File: src/stat_pkg.sv
// Purpose: shared constants and carriers for the statistics event select
// Assumes: one clock, register port with one-cycle read latency
// Notes: register offsets are local to this block
package stat_pkg;

  // register offsets (word index on the plain register port)
  localparam logic [3:0] ADDR_CTRL = 4'h0;   // select fields
  localparam logic [3:0] ADDR_COUNT = 4'h1;  // accumulated count
  localparam logic [3:0] ADDR_EVENTS = 4'h2; // live event flags

  // field positions inside the control word
  localparam int PRIO_LSB = 0;   // priority mask bits 3:0
  localparam int DIR_BIT = 7;    // direction select
  localparam int TYPE_LSB = 8;   // event type bits 10:8

  // values after reset
  localparam logic [31:0] CTRL_RESET = 32'h0000_0000;
  localparam logic [31:0] COUNT_RESET = 32'h0000_0000;

  // event type encodings
  typedef enum logic [2:0] {
    EV_UNI_REQ = 3'b000,   // unicast requests only
    EV_UNI_ALL = 3'b001,   // every unicast packet not retried
    EV_RETRY_CS = 3'b010,  // retry control symbols
    EV_OTHER_CS = 3'b011,  // non-retry control symbols
    EV_UNI_DATA = 3'b100,  // per 32-bit unicast word
    EV_RSVD5 = 3'b101,     // no event counted
    EV_RSVD6 = 3'b110,     // no event counted
    EV_MC_CS = 3'b111      // multicast control symbols
  } event_type_e;

  // one side's event strobes for one cycle
  typedef struct packed {
    logic pkt_valid;     // packet seen this cycle
    logic pkt_request;   // packet is a request
    logic pkt_response;  // packet is a response
    logic pkt_maint;     // packet is maintenance
    logic pkt_retried;   // packet was retried
    logic pkt_accepted;  // packet was accepted
    logic pkt_unicast;   // packet is unicast
    logic [1:0] pkt_prio; // packet priority
    logic data_word;     // one 32-bit data word of the packet
    logic cs_valid;      // control symbol seen
    logic cs_retry;      // control symbol is retry
    logic cs_multicast;  // control symbol is multicast
  } side_events_s;

  // decoded control fields
  typedef struct packed {
    event_type_e event_type;
    logic direction;
    logic [3:0] prio_mask;
  } stat_ctrl_s;

endpackage

File: src/event_match.sv
// Purpose: decides whether one side's events count this cycle
// Assumes: event strobes are synchronous to mclk
// Notes: purely combinational, registered by the caller
module event_match
  import stat_pkg::*;
(
  input wire stat_ctrl_s ctrl,
  input wire side_events_s ev,
  output logic hit
);

  logic prio_ok; // priority of the packet is enabled
  logic uni_ok;  // unicast packet, not retried

  // mask lookup; an all-zero mask never matches
  always_comb begin
    prio_ok = ctrl.prio_mask[ev.pkt_prio];
    uni_ok = ev.pkt_valid & ev.pkt_unicast & ~ev.pkt_retried;
  end

  // event type decode
  always_comb begin
    case (ctrl.event_type)
      EV_UNI_REQ: begin
        // requests only, no responses or maintenance of any hop count
        hit = uni_ok & prio_ok & ev.pkt_request & ~ev.pkt_response
            & ~ev.pkt_maint;
      end
      EV_UNI_ALL: begin
        hit = uni_ok & prio_ok;
      end
      EV_RETRY_CS: begin
        hit = ev.cs_valid & ev.cs_retry & (|ctrl.prio_mask);
      end
      EV_OTHER_CS: begin
        hit = ev.cs_valid & ~ev.cs_retry & (|ctrl.prio_mask);
      end
      EV_UNI_DATA: begin
        // words of retried packets never count
        hit = ev.data_word & ev.pkt_unicast & ev.pkt_accepted
            & ~ev.pkt_retried & prio_ok;
      end
      EV_MC_CS: begin
        hit = ev.cs_valid & ev.cs_multicast & (|ctrl.prio_mask);
      end
      default: begin
        hit = 1'b0; // unused encodings count nothing
      end
    endcase
  end

endmodule

File: src/perf_stat_event_select.sv
// Purpose: event selection and accumulation for statistics counter 3
// Assumes: inputs synchronous to mclk; one-cycle read latency
// Notes: counter wraps at 32 bits; writes to count clear it to the value, plus one on a same-cycle hit
module perf_stat_event_select
  import stat_pkg::*;
(
  input wire logic mclk,
  input wire logic resetn,
  input wire logic clk_en,
  input wire logic [3:0] reg_addr,
  input wire logic [31:0] reg_wdata,
  input wire logic reg_write,
  input wire logic reg_read,
  output logic [31:0] reg_rdata,
  input wire side_events_s rx_events,
  input wire side_events_s tx_events,
  output logic count_pulse
);

  stat_ctrl_s ctrl_q;   // software selection
  logic [31:0] count_q; // accumulated count
  logic [31:0] count_d;
  side_events_s sel_ev; // events of the chosen direction
  logic hit;            // selected event present this cycle
  logic [31:0] rdata_d;
  logic ctrl_wr;
  logic count_wr;

  assign ctrl_wr = reg_write & (reg_addr == ADDR_CTRL);
  assign count_wr = reg_write & (reg_addr == ADDR_COUNT);

  // direction steering happens before matching so both paths share
  // one decoder; the cost is one mux of the event bundle
  always_comb begin
    sel_ev = ctrl_q.direction ? tx_events : rx_events;
  end

  event_match u_match (
    .ctrl(ctrl_q),
    .ev(sel_ev),
    .hit(hit)
  );

  // control register, all fields clear after reset
  always_ff @(posedge mclk or negedge resetn) begin
    if (!resetn) begin
      // the struct packs type, direction and mask into eight bits
      ctrl_q <= stat_ctrl_s'(CTRL_RESET[7:0]);
    end else if (clk_en && ctrl_wr) begin
      ctrl_q.prio_mask <= reg_wdata[PRIO_LSB+3:PRIO_LSB];
      ctrl_q.direction <= reg_wdata[DIR_BIT];
      ctrl_q.event_type <= event_type_e'(reg_wdata[TYPE_LSB+2:TYPE_LSB]);
    end
  end

  // counter next value; a same-cycle hit adds onto a software write
  // so the event is not lost
  always_comb begin
    count_d = count_wr ? reg_wdata : count_q;
    if (hit) begin
      count_d = count_d + 32'h0000_0001;
    end
  end

  // accumulated count
  always_ff @(posedge mclk or negedge resetn) begin
    if (!resetn) begin
      count_q <= COUNT_RESET;
    end else if (clk_en) begin
      count_q <= count_d;
    end
  end

  // registered hit pulse for observers
  always_ff @(posedge mclk or negedge resetn) begin
    if (!resetn) begin
      count_pulse <= 1'b0;
    end else if (clk_en) begin
      count_pulse <= hit;
    end
  end

  // read mux; unmapped offsets read zero
  always_comb begin
    rdata_d = 32'h0000_0000;
    case (reg_addr)
      ADDR_CTRL: begin
        rdata_d[PRIO_LSB+3:PRIO_LSB] = ctrl_q.prio_mask;
        rdata_d[DIR_BIT] = ctrl_q.direction;
        rdata_d[TYPE_LSB+2:TYPE_LSB] = ctrl_q.event_type;
      end
      ADDR_COUNT: begin
        rdata_d = count_q;
      end
      ADDR_EVENTS: begin
        rdata_d[0] = hit;
        rdata_d[1] = ctrl_q.direction;
      end
      default: begin
        rdata_d = 32'h0000_0000;
      end
    endcase
  end

  // read data valid only in the cycle after the strobe
  always_ff @(posedge mclk or negedge resetn) begin
    if (!resetn) begin
      reg_rdata <= 32'h0000_0000;
    end else if (clk_en) begin
      reg_rdata <= reg_read ? rdata_d : 32'h0000_0000;
    end
  end
endmodule

File: config.mk
export PLATFORM = sky130hd
export DESIGN_NAME = perf_stat_event_select
export DESIGN_NICKNAME = d
export VERILOG_FILES = /design/src/stat_pkg.sv /design/src/event_match.sv /design/src/perf_stat_event_select.sv
export SDC_FILE = /design/constraint.sdc
export NUM_CORES = 1
export LEC_CHECK = 0
export CORE_UTILIZATION = 25
export CTS_CLUSTER_DIAMETER = 80
export DETAILED_ROUTE_END_ITERATION = 8
export DONT_BUFFER_PORTS = 1
export PLACE_DENSITY = 0.44
export SLEW_MARGIN = 20
export SYNTH_ARGS = -nofsm -noshare
export SYNTH_HDL_FRONTEND = slang
export SYNTH_SLANG_ARGS = --single-unit
File: constraint.sdc
create_clock -name mclk -period 2.8 [get_ports mclk]
set_clock_uncertainty 0.05 [all_clocks]
set_input_delay 0.28 -clock mclk [delete_from_list [all_inputs] [get_ports mclk]]
set_output_delay 0.28 -clock mclk [all_outputs]
set_load 0.02 [all_outputs]
======== Word-level counts from Yosys, hierarchy flattened ========
Cells that the tools add are included.
storage, ports and cells
  logic and storage cells ................. 53
  flip-flop bits (word level) ............. 73
  input bits .............................. 67
operators by class
  mux-type cells .......................... 12
  add/sub/neg operators ................... 1
  reduce and logical (&&, ||, !) cells .... 4
  order comparisons ....................... 1
  equal/unequal tests ..................... 7
  bitwise logic cells ..................... 22
operator list
  cell                   number
  $mux 32                3
  $add 32x1->32 const B  1
  $mux 21                1
  $and 1x1->1            18
  $mux 13                1
  $pmux 4 s2             1
  $eq 3x2->1 const B     2
  $eq 3x3->1 const B     2
  $pmux 1 s6             1
  $pmux 2 s3             1
  $eq 4x1->1 const B     1
  $eq 4x2->1 const B     1
  $logic_not 4->1        1
  $not 1->1              4
  $pmux 2 s2             1
  $reduce_or 4->1        1
  $eq 3x1->1 const B     1
  $logic_not 3->1        1
  $lt 2x3->1 const B     1
  $mux 3                 1
  $bmux 1 s2             1
  $logic_and 1x1->1      1
  $mux 1                 1

======== Logic depth before layout (Yosys ltp) ========
Gate-level depths: netlist of the first run.
  word-level depth ........................ 10
  mapped depth ............................ 16

======== Modules after synthesis ========
Synthesis of the first run repeated with hierarchy kept, for this count alone.
unflattened totals
  cell total of the unflattened synthesis .. 563
  area, all modules ....................... 5156.2 µm²
modules (own cells, without submodules)
  module                  area an instance (µm²)  cells an instance  instances  sequential area each (µm²)
  perf_stat_event_select  5051.1                  548                1          1826.8
  event_match             105.1                   15                 1          0.0

======== Worst setup path before layout of the first run ========
Ideal clock, no wire load.
  kind .................................... input to register
  from .................................... input reg_addr[3]
  to ...................................... register count_q[28]
  path buffers ............................ 4
  stages on the path ...................... 13
  path slack .............................. -438 ps
  data required time ...................... 2627 ps
  arrival time ............................ 3065 ps
  cell sequence ........................... or3b_1 -> buf_6 -> nor2_2 -> buf_2 -> clkbuf_8 -> clkbuf_1 -> nand2_1 -> nand2_1 -> ha_1 -> o21ai_1 -> nor4_1 -> a31oi_1 -> o221a_1
on the way
  longest elaborated chain between the ends .. 5
RTL lines
  item                  line                          source
  start, declared       perf_stat_event_select.sv:10  input wire logic [3:0] reg_addr,
  $eq 4x1->1 *          perf_stat_event_select.sv:30  assign count_wr = reg_write & (reg_addr == ADDR_COUNT);
  $and 1x1->1 *         perf_stat_event_select.sv:30
  $mux 32 *             perf_stat_event_select.sv:59  count_d = count_wr ? reg_wdata : count_q;
  $add 32x1->32         perf_stat_event_select.sv:61  count_d = count_d + 32'h0000_0001;
  $mux 32 *             perf_stat_event_select.sv:60  if (hit) begin
  end signal, assigned  perf_stat_event_select.sv:70  count_q <= count_d;
  end, declared         perf_stat_event_select.sv:21  logic [31:0] count_q;
Every way passes the cells marked *; elsewhere a longest branch is shown, timed or not.
A chain may end at the register's enable or synchronous reset.

======== Worst setup path after layout of the first run ========
  from .................................... register ctrl_q[4] (netlist bit)
  to ...................................... register count_q[19]
on the way
  longest elaborated chain between the ends .. 9
  elaborated cells on any way between the ends .. 25
  those cells by class .................... 5 x mux; 20 x bitwise
RTL lines
  item                                                                line                                  source
  start, declared                                                     perf_stat_event_select.sv:20          stat_ctrl_s ctrl_q;
  start signal, assigned                                              perf_stat_event_select.sv:48          ctrl_q <= stat_ctrl_s'(CTRL_RESET[7:0]);
  $mux 13 *                                                           perf_stat_event_select.sv:35          sel_ev = ctrl_q.direction ? tx_events : rx_events;
  $bmux 1 s2 (tied with other cells)                                  event_match.sv:17                     prio_ok = ctrl.prio_mask[ev.pkt_prio];
  $mux 1 (implied by the code) / $and 1x1->1 (equally long branches)  event_match.sv:17, event_match.sv:18
  $and 1x1->1                                                         event_match.sv:26, event_match.sv:30
  $and 1x1->1 (2 in series)                                           event_match.sv:26                     hit = uni_ok & prio_ok & ev.pkt_request & ~ev.pkt_response
  $and 1x1->1                                                         event_match.sv:27                     & ~ev.pkt_maint;
  $pmux 1 s6 *                                                        event_match.sv:23                     case (ctrl.event_type)
  $mux 32 *                                                           perf_stat_event_select.sv:60
Every way passes the cells marked *; elsewhere a longest branch is shown, timed or not. The select of a mux whose other input is x is not followed.

==> out/qor.txt, run 1 <==
Final Hold Viols: 0
status: finished, final reports clean
Max Clock Freq: 381 MHz
post-synth cell types: 82
maxcap violations: 0
Mapped Area: 5340 um^2
H-Tree Depth: 3
register area share after synthesis: 0.342
Mapped Nets: 670
mux share of post-synthesis cell area: 0.0708
Min-Delay Path Class: input pin to flop
Synth Area in Adders: 0.00234
ANT nets after route: 0
total grt overflow: 0
number of fillers in the final layout: 2213
Hold WS: 0.0223 ns
Synth Flop Type: dfrtp_1
Yosys warnings: 0
syn avg cell area: 8.87 um^2
CTS Root Cell: clkbuf_16
area delta synth->final: 16.6%
DRC: 0
fin crit period: 2.62 ns
Synth Area in XOR/XNOR: 0.00328
die height: 148 um
Reg clk slew, reported paths: 0.06 ns
Hold Path Origin: reg_wdata[7]
CTS tree: yes
Synth Instances: 602
setup TNS: 0 ns
Routed wire per std cell: 21.3 um
Post-CTS Setup Inserts: 0
core area: 21000 um^2
GRT Total Usage: 0.178
DRT Wirelength: 19000 um
vias per inst: 5.80
Starting Density: 0.255
crit path capture type: flop
placed insts: 876
RePlAce Congestion: 0.831
Min-Delay Path Depth: 1
Ports: 100
Pins Over Slew Limit: 0
R2R depth: 8
number of flops mapped to enable cells by yosys: 0
CTS sink cnt: 73
share of layout cells above drive strength 1: 0.192
full die area: 21900 um^2
largest family of logic cells by synthesized area: compound AO/OA/AOI/OAI gates
worst vdd ir: 197 uV
RSZ-0062 raised after global routing: false
crit path max fanout: 13
dpl hpwl: 13500 um
Slew @ Worst Pin: 0.748 ns
number of setup violations in the final report: 0
first-pass GRT wire length: 30000 um
post-synthesis register bit count: 73
row cnt: 53
initial drt markers: 502
CP startpoint kind: flop
leading cell type in the layout, fill and taps excluded: dfrtp_1
Clk Latency, worst-skew pair: 0.36 ns
r2r startpoint: ctrl_q[4]
Die Wd: 148 um
WP data required: 3.03 ns
power density cells: 547 nW/um^2
post-synthesis simple-gate area fraction: 0.237
most frequent cells in the layout: dfrtp_1, nand2_1, buf_4
Layout Cells excl Fill: 895
maximum clock path buffer count: 2
data arrival time of the critical path: 2.85 ns
largest net degree at the start of global routing: 74
initial antenna violation count: 0
R2R setup slack: 0.18 ns
Final Cycle Share: 0.936
Leak: 2.46 nW
Nets: 683
TritonCTS Buffers: 9
Crit Reg-Reg Endpoint: count_q[19]
Max-Slew Margin vs Limit: 0.498
Async SR Flop Fraction: 1.00
WS Path Type: flop to flop
number of global-route vias before repair: 5137
Vias: 5189
Ant. Diodes: 0
Worst Hold End: ctrl_q[4]
DR pass1 iterations: 5
Compound-Gate Fraction of Synth Area: 0.270
Port Buffers: 0
[worst max-delay path by stage]
stage / start / endpoint / slack [ns] / cells after the start
after detailed placement: ctrl_q[4] / count_q[19] / 0.06 / 8
final: ctrl_q[4] / count_q[19] / 0.18 / 8
after global routing: ctrl_q[4] / count_q[4] / 0.004 / 8
after global placement: reg_addr[3] / count_q[30] / 0.07 / 9
after floorplan: reg_addr[3] / count_q[22] / 0.01 / 13
after CTS: ctrl_q[4] / count_q[19] / 0.03 / 8
[synthesized netlist by cell type, types with 6 or more instances]
cell type   n  area, um^2
clkbuf_1   25        93.8
o21ai_0    31         155
a22oi_1    13        97.6
clkbuf_8    9         124
nor3_1     16        80.1
a22o_1     28         245
o211ai_1    6        45.0
a2bb2oi_1   9        78.8
a21oi_1    23         115
nand3_1    29         145
inv_1      22        82.6
mux2_2     13         146
buf_2       6        30.0
mux2i_1    22         220
o31ai_1     9        67.6
and3_1     12        75.1
a31oi_1    15        93.8
nor2_1     40         150
dfrtp_1    73        1830
or3_1      12        75.1
nand2_1    52         195
nand4_1    22         138
[final cells by class]
cell class	instances	area [um^2]	share of cell area
Timing Repair Buffer	51	447	0.0717
Tap cell	275	344	0.0552
Clock buffer	9	225	0.0362
Multi-Input combinational cell	458	3180	0.511
Inverter	22	82.6	0.0133
Clock inverter	7	118	0.0189
Sequential cell	73	1830	0.293
[metrics by stage]
| step | area (um^2) | utilization | total power, mW | setup WS, ns |
|---|---|---|---|---|
| final | 6230 | 0.297 | 3.41 | 0.178 |
| after CTS | 6200 | 0.296 | 3.44 | 0.0348 |
| after detailed placement | 5800 | 0.277 | 2.01 | 0.0614 |
| after floorplan | 5400 | - | 1.79 | 0.0135 |
| after global routing | 6230 | 0.297 | 3.57 | 0.00447 |
| after global placement | 5800 | 0.277 | 1.99 | 0.0695 |
[sequential cells by signal, summed over array words and instances, names as in the netlist]
| name | count |
|---|---|
| ctrl_q | 8 |
| count_q | 32 |
| count_pulse | 1 |
| reg_rdata | 32 |
[what timing repair did]
item | CTS | global route
gates resized for setup | 0 | 5
endpoints found under the setup margin | 0 | 13
hold endpoints to repair | 97 | 0
hold buffers | 3 | 0
[layer usage]
metal | up-vias | track usage | wire [um]
li1 | 2376 | - | -
met1 | 2593 | 0.224 | 8290
met2 | 187 | 0.291 | 9120
met3 | 33 | 0.0408 | 1150
met4 | 0 | 0.0763 | 467
met5 | - | 0 | 0
[critical path: stages (launching register included)]
cell and delay (ns):
dfrtp_2 0.45, buf_4 0.17, o32a_1 0.33, a211o_1 0.30
o22a_4 0.31, buf_4 0.21, or3_4 0.41, a21oi_2 0.14
a2bb2oi_1 0.16
[cells by family (layout without fill, tap and decap cells)]
kind of cell,count (synthesis),count (layout)
buffers and inverters,71,89
flip-flops,73,73
XOR/XNOR,2,2
multiplexers,36,36
adder cells (fa/ha/maj),1,1
AND/OR/NAND/NOR,225,225
AO/OA/AOI/OAI,194,194
[power breakdown]
part           internal [mW]  leakage [nW]  switching (mW)
clock network          0.872         0.170           0.503
logic                  0.316          1.34           0.392
registers               1.17         0.945           0.154
Power figures use the tool's default switching activity.
==> inputs of run 2 (changes only) <==
--- a/config.mk
+++ b/config.mk
@@ -9,7 +9,9 @@
 export CTS_CLUSTER_DIAMETER = 80
 export DETAILED_ROUTE_END_ITERATION = 8
 export DONT_BUFFER_PORTS = 1
+export GPL_TIMING_DRIVEN = 0
 export PLACE_DENSITY = 0.44
+export RECOVER_POWER = 25
 export SLEW_MARGIN = 20
 export SYNTH_ARGS = -nofsm -noshare
 export SYNTH_HDL_FRONTEND = slang
==> out/qor.txt, run 2 (synthesis gave the netlist of run 1 again) <==
status: finished with violations
failing checks: capacitance limit, slew limit
Reg clk slew, reported paths: 0.06 ns (about the same)
Die Wd: 148 um (unchanged)
WP data required: 2.99 ns (-0.04 ns)
number of setup violations in the final report: 0 (unchanged)
RePlAce Congestion: 0.903 (+8.6%)
number of fillers in the final layout: 2233 (+0.90%)
Vias: 5436 (+4.8%)
initial antenna violation count: 0 (unchanged)
leading cell type in the layout, fill and taps excluded: dfrtp_1
Nets: 686 (+0.44%)
Ports: 100 (unchanged)
largest net degree at the start of global routing: 74 (unchanged)
die height: 148 um (unchanged)
Port Buffers: 0 (unchanged)
Routed wire per std cell: 24.6 um (+16%)
most frequent cells in the layout: dfrtp_1, nand2_1, nor2_1
first-pass GRT wire length: 33100 um (+10%)
area delta synth->final: 18.3%
dpl hpwl: 15900 um (+18%)
TritonCTS Buffers: 9 (unchanged)
Pins Over Slew Limit: 74 (+74)
DRT Wirelength: 22100 um (+16%)
Max-Slew Margin vs Limit: -0.282 (-0.780)
CTS Root Cell: clkbuf_16
Starting Density: 0.255 (unchanged)
Clk Latency, worst-skew pair: 0.36 ns (about the same)
data arrival time of the critical path: 2.91 ns (+0.06 ns)
Max Clock Freq: 367 MHz (-3.8%)
share of layout cells above drive strength 1: 0.186 (-0.00574)
DRC: 0 (unchanged)
total grt overflow: 0 (unchanged)
vias per inst: 6.05 (+4.4%)
fin crit period: 2.72 ns (+0.103 ns)
ANT nets after route: 0 (unchanged)
row cnt: 53 (unchanged)
crit path max fanout: 10 (-3)
Total Power: 3.48 mW (+1.9%)
number of global-route vias before repair: 5121 (-0.31%)
DR pass1 iterations: 6 (+1)
GRT Total Usage: 0.203 (+0.0245)
core area: 21000 um^2 (unchanged)
WS Path Type: flop to flop
H-Tree Depth: 3 (unchanged)
biggest regs: count_q x32, reg_rdata x32, ctrl_q x8
initial drt markers: 598 (+19%)
CP startpoint kind: flop
CTS sink cnt: 73 (unchanged)
setup ws final: 0.0754 ns (-0.103 ns)
Leak: 2.45 nW (-0.38%)
worst vdd ir: 215 uV (+8.7%)
Final Cycle Share: 0.973 (+0.0367)
maxcap violations: 1 (+1)
crit path capture type: flop
worst slack at placement: -0.798 ns (-0.860 ns)
Slew @ Worst Pin: 1.92 ns (+1.18 ns)
Min-Delay Path Class: input pin to flop
power density cells: 550 nW/um^2 (+0.47%)
full die area: 21900 um^2 (unchanged)
CTS tree: yes
Ant. Diodes: 0 (unchanged)
maximum clock path buffer count: 2 (unchanged)
Final Hold Viols: 0 (unchanged)
==> run 2: layout make-up <==
class	instances	area, um^2	share of cell area
Buffer	47	370	0.0586
Timing Repair Buffer	7	52.6	0.00832
Multi-Input combinational cell	458	3300	0.522
Inverter	22	82.6	0.0131
Clock inverter	5	103	0.0162
Clock buffer	11	243	0.0384
Sequential cell	73	1830	0.289
Tap cell	275	344	0.0544
==> run 2: path summary, 6_finish.rpt <==
kind / from / endpoint / slack, ns / depth (start not counted)
min reg2reg: ctrl_q[3] / ctrl_q[3] / 0.50 / 1
max reg2reg: ctrl_q[4] / count_q[7] / 0.08 / 9
max: ctrl_q[4] / count_q[7] / 0.08 / 9
max in group asynchronous: resetn / count_q[9] / 0.58 / 2
min in group asynchronous: resetn / reg_rdata[22] / 0.96 / 2
min: reg_wdata[8] / ctrl_q[5] / 0.02 / 1
==> run 2: per-layer routing <==
| metal | vias to the layer above | GRT usage | part of all wire |
|---|---|---|---|
| li1 | 2371 | - | - |
| met1 | 2741 | 0.261 | 0.42 |
| met2 | 273 | 0.321 | 0.46 |
| met3 | 51 | 0.0567 | 0.086 |
| met4 | 0 | 0.0758 | 0.029 |
| met5 | - | 0 | 0 |
==> run 2: power breakdown <==
group	total (mW)	leakage (nW)	internal [mW]	switching [mW]
registers	1.37	0.947	1.17	0.198
clock network	1.38	0.166	0.894	0.487
logic	0.726	1.34	0.299	0.427
total	3.48	2.45	2.36	1.11
==> run 2: metrics by stage <==
stage	cells	cell area, um^2	hold WS, ns	util	TNS (ns)
after floorplan	602	5400	-0.0656	-	0
after global placement	877	5740	-0.0629	0.274	-11.52
after detailed placement	877	5740	-0.0632	0.274	-10.92
after CTS	898	6190	0.0161	0.295	-0.0292
after global routing	898	6320	0.0217	0.302	-0.00559
final	898	6320	0.0235	0.302	0
==> run 2: timing repair <==
item / 4_1_cts / 5_1_grt
cloned: 0 / 0
resized for setup: 12 / 36
hold buffers: 2 / 0
buffers inserted: 4 / 1
setup endpoints to repair: 22 / 28
hold endpoints to repair: 73 / 0
pin swaps: 1 / 2
==> run 2: critical path, cell delays in order (launching register included) <==
cell and delay, ns:
dfrtp_1 0.35, clkbuf_4 0.18, nand3b_1 0.17, a211o_1 0.30, a211o_1 0.33, o22a_4 0.30
buf_8 0.19, nor2_2 0.15, mux2_2 0.35, a22o_1 0.22
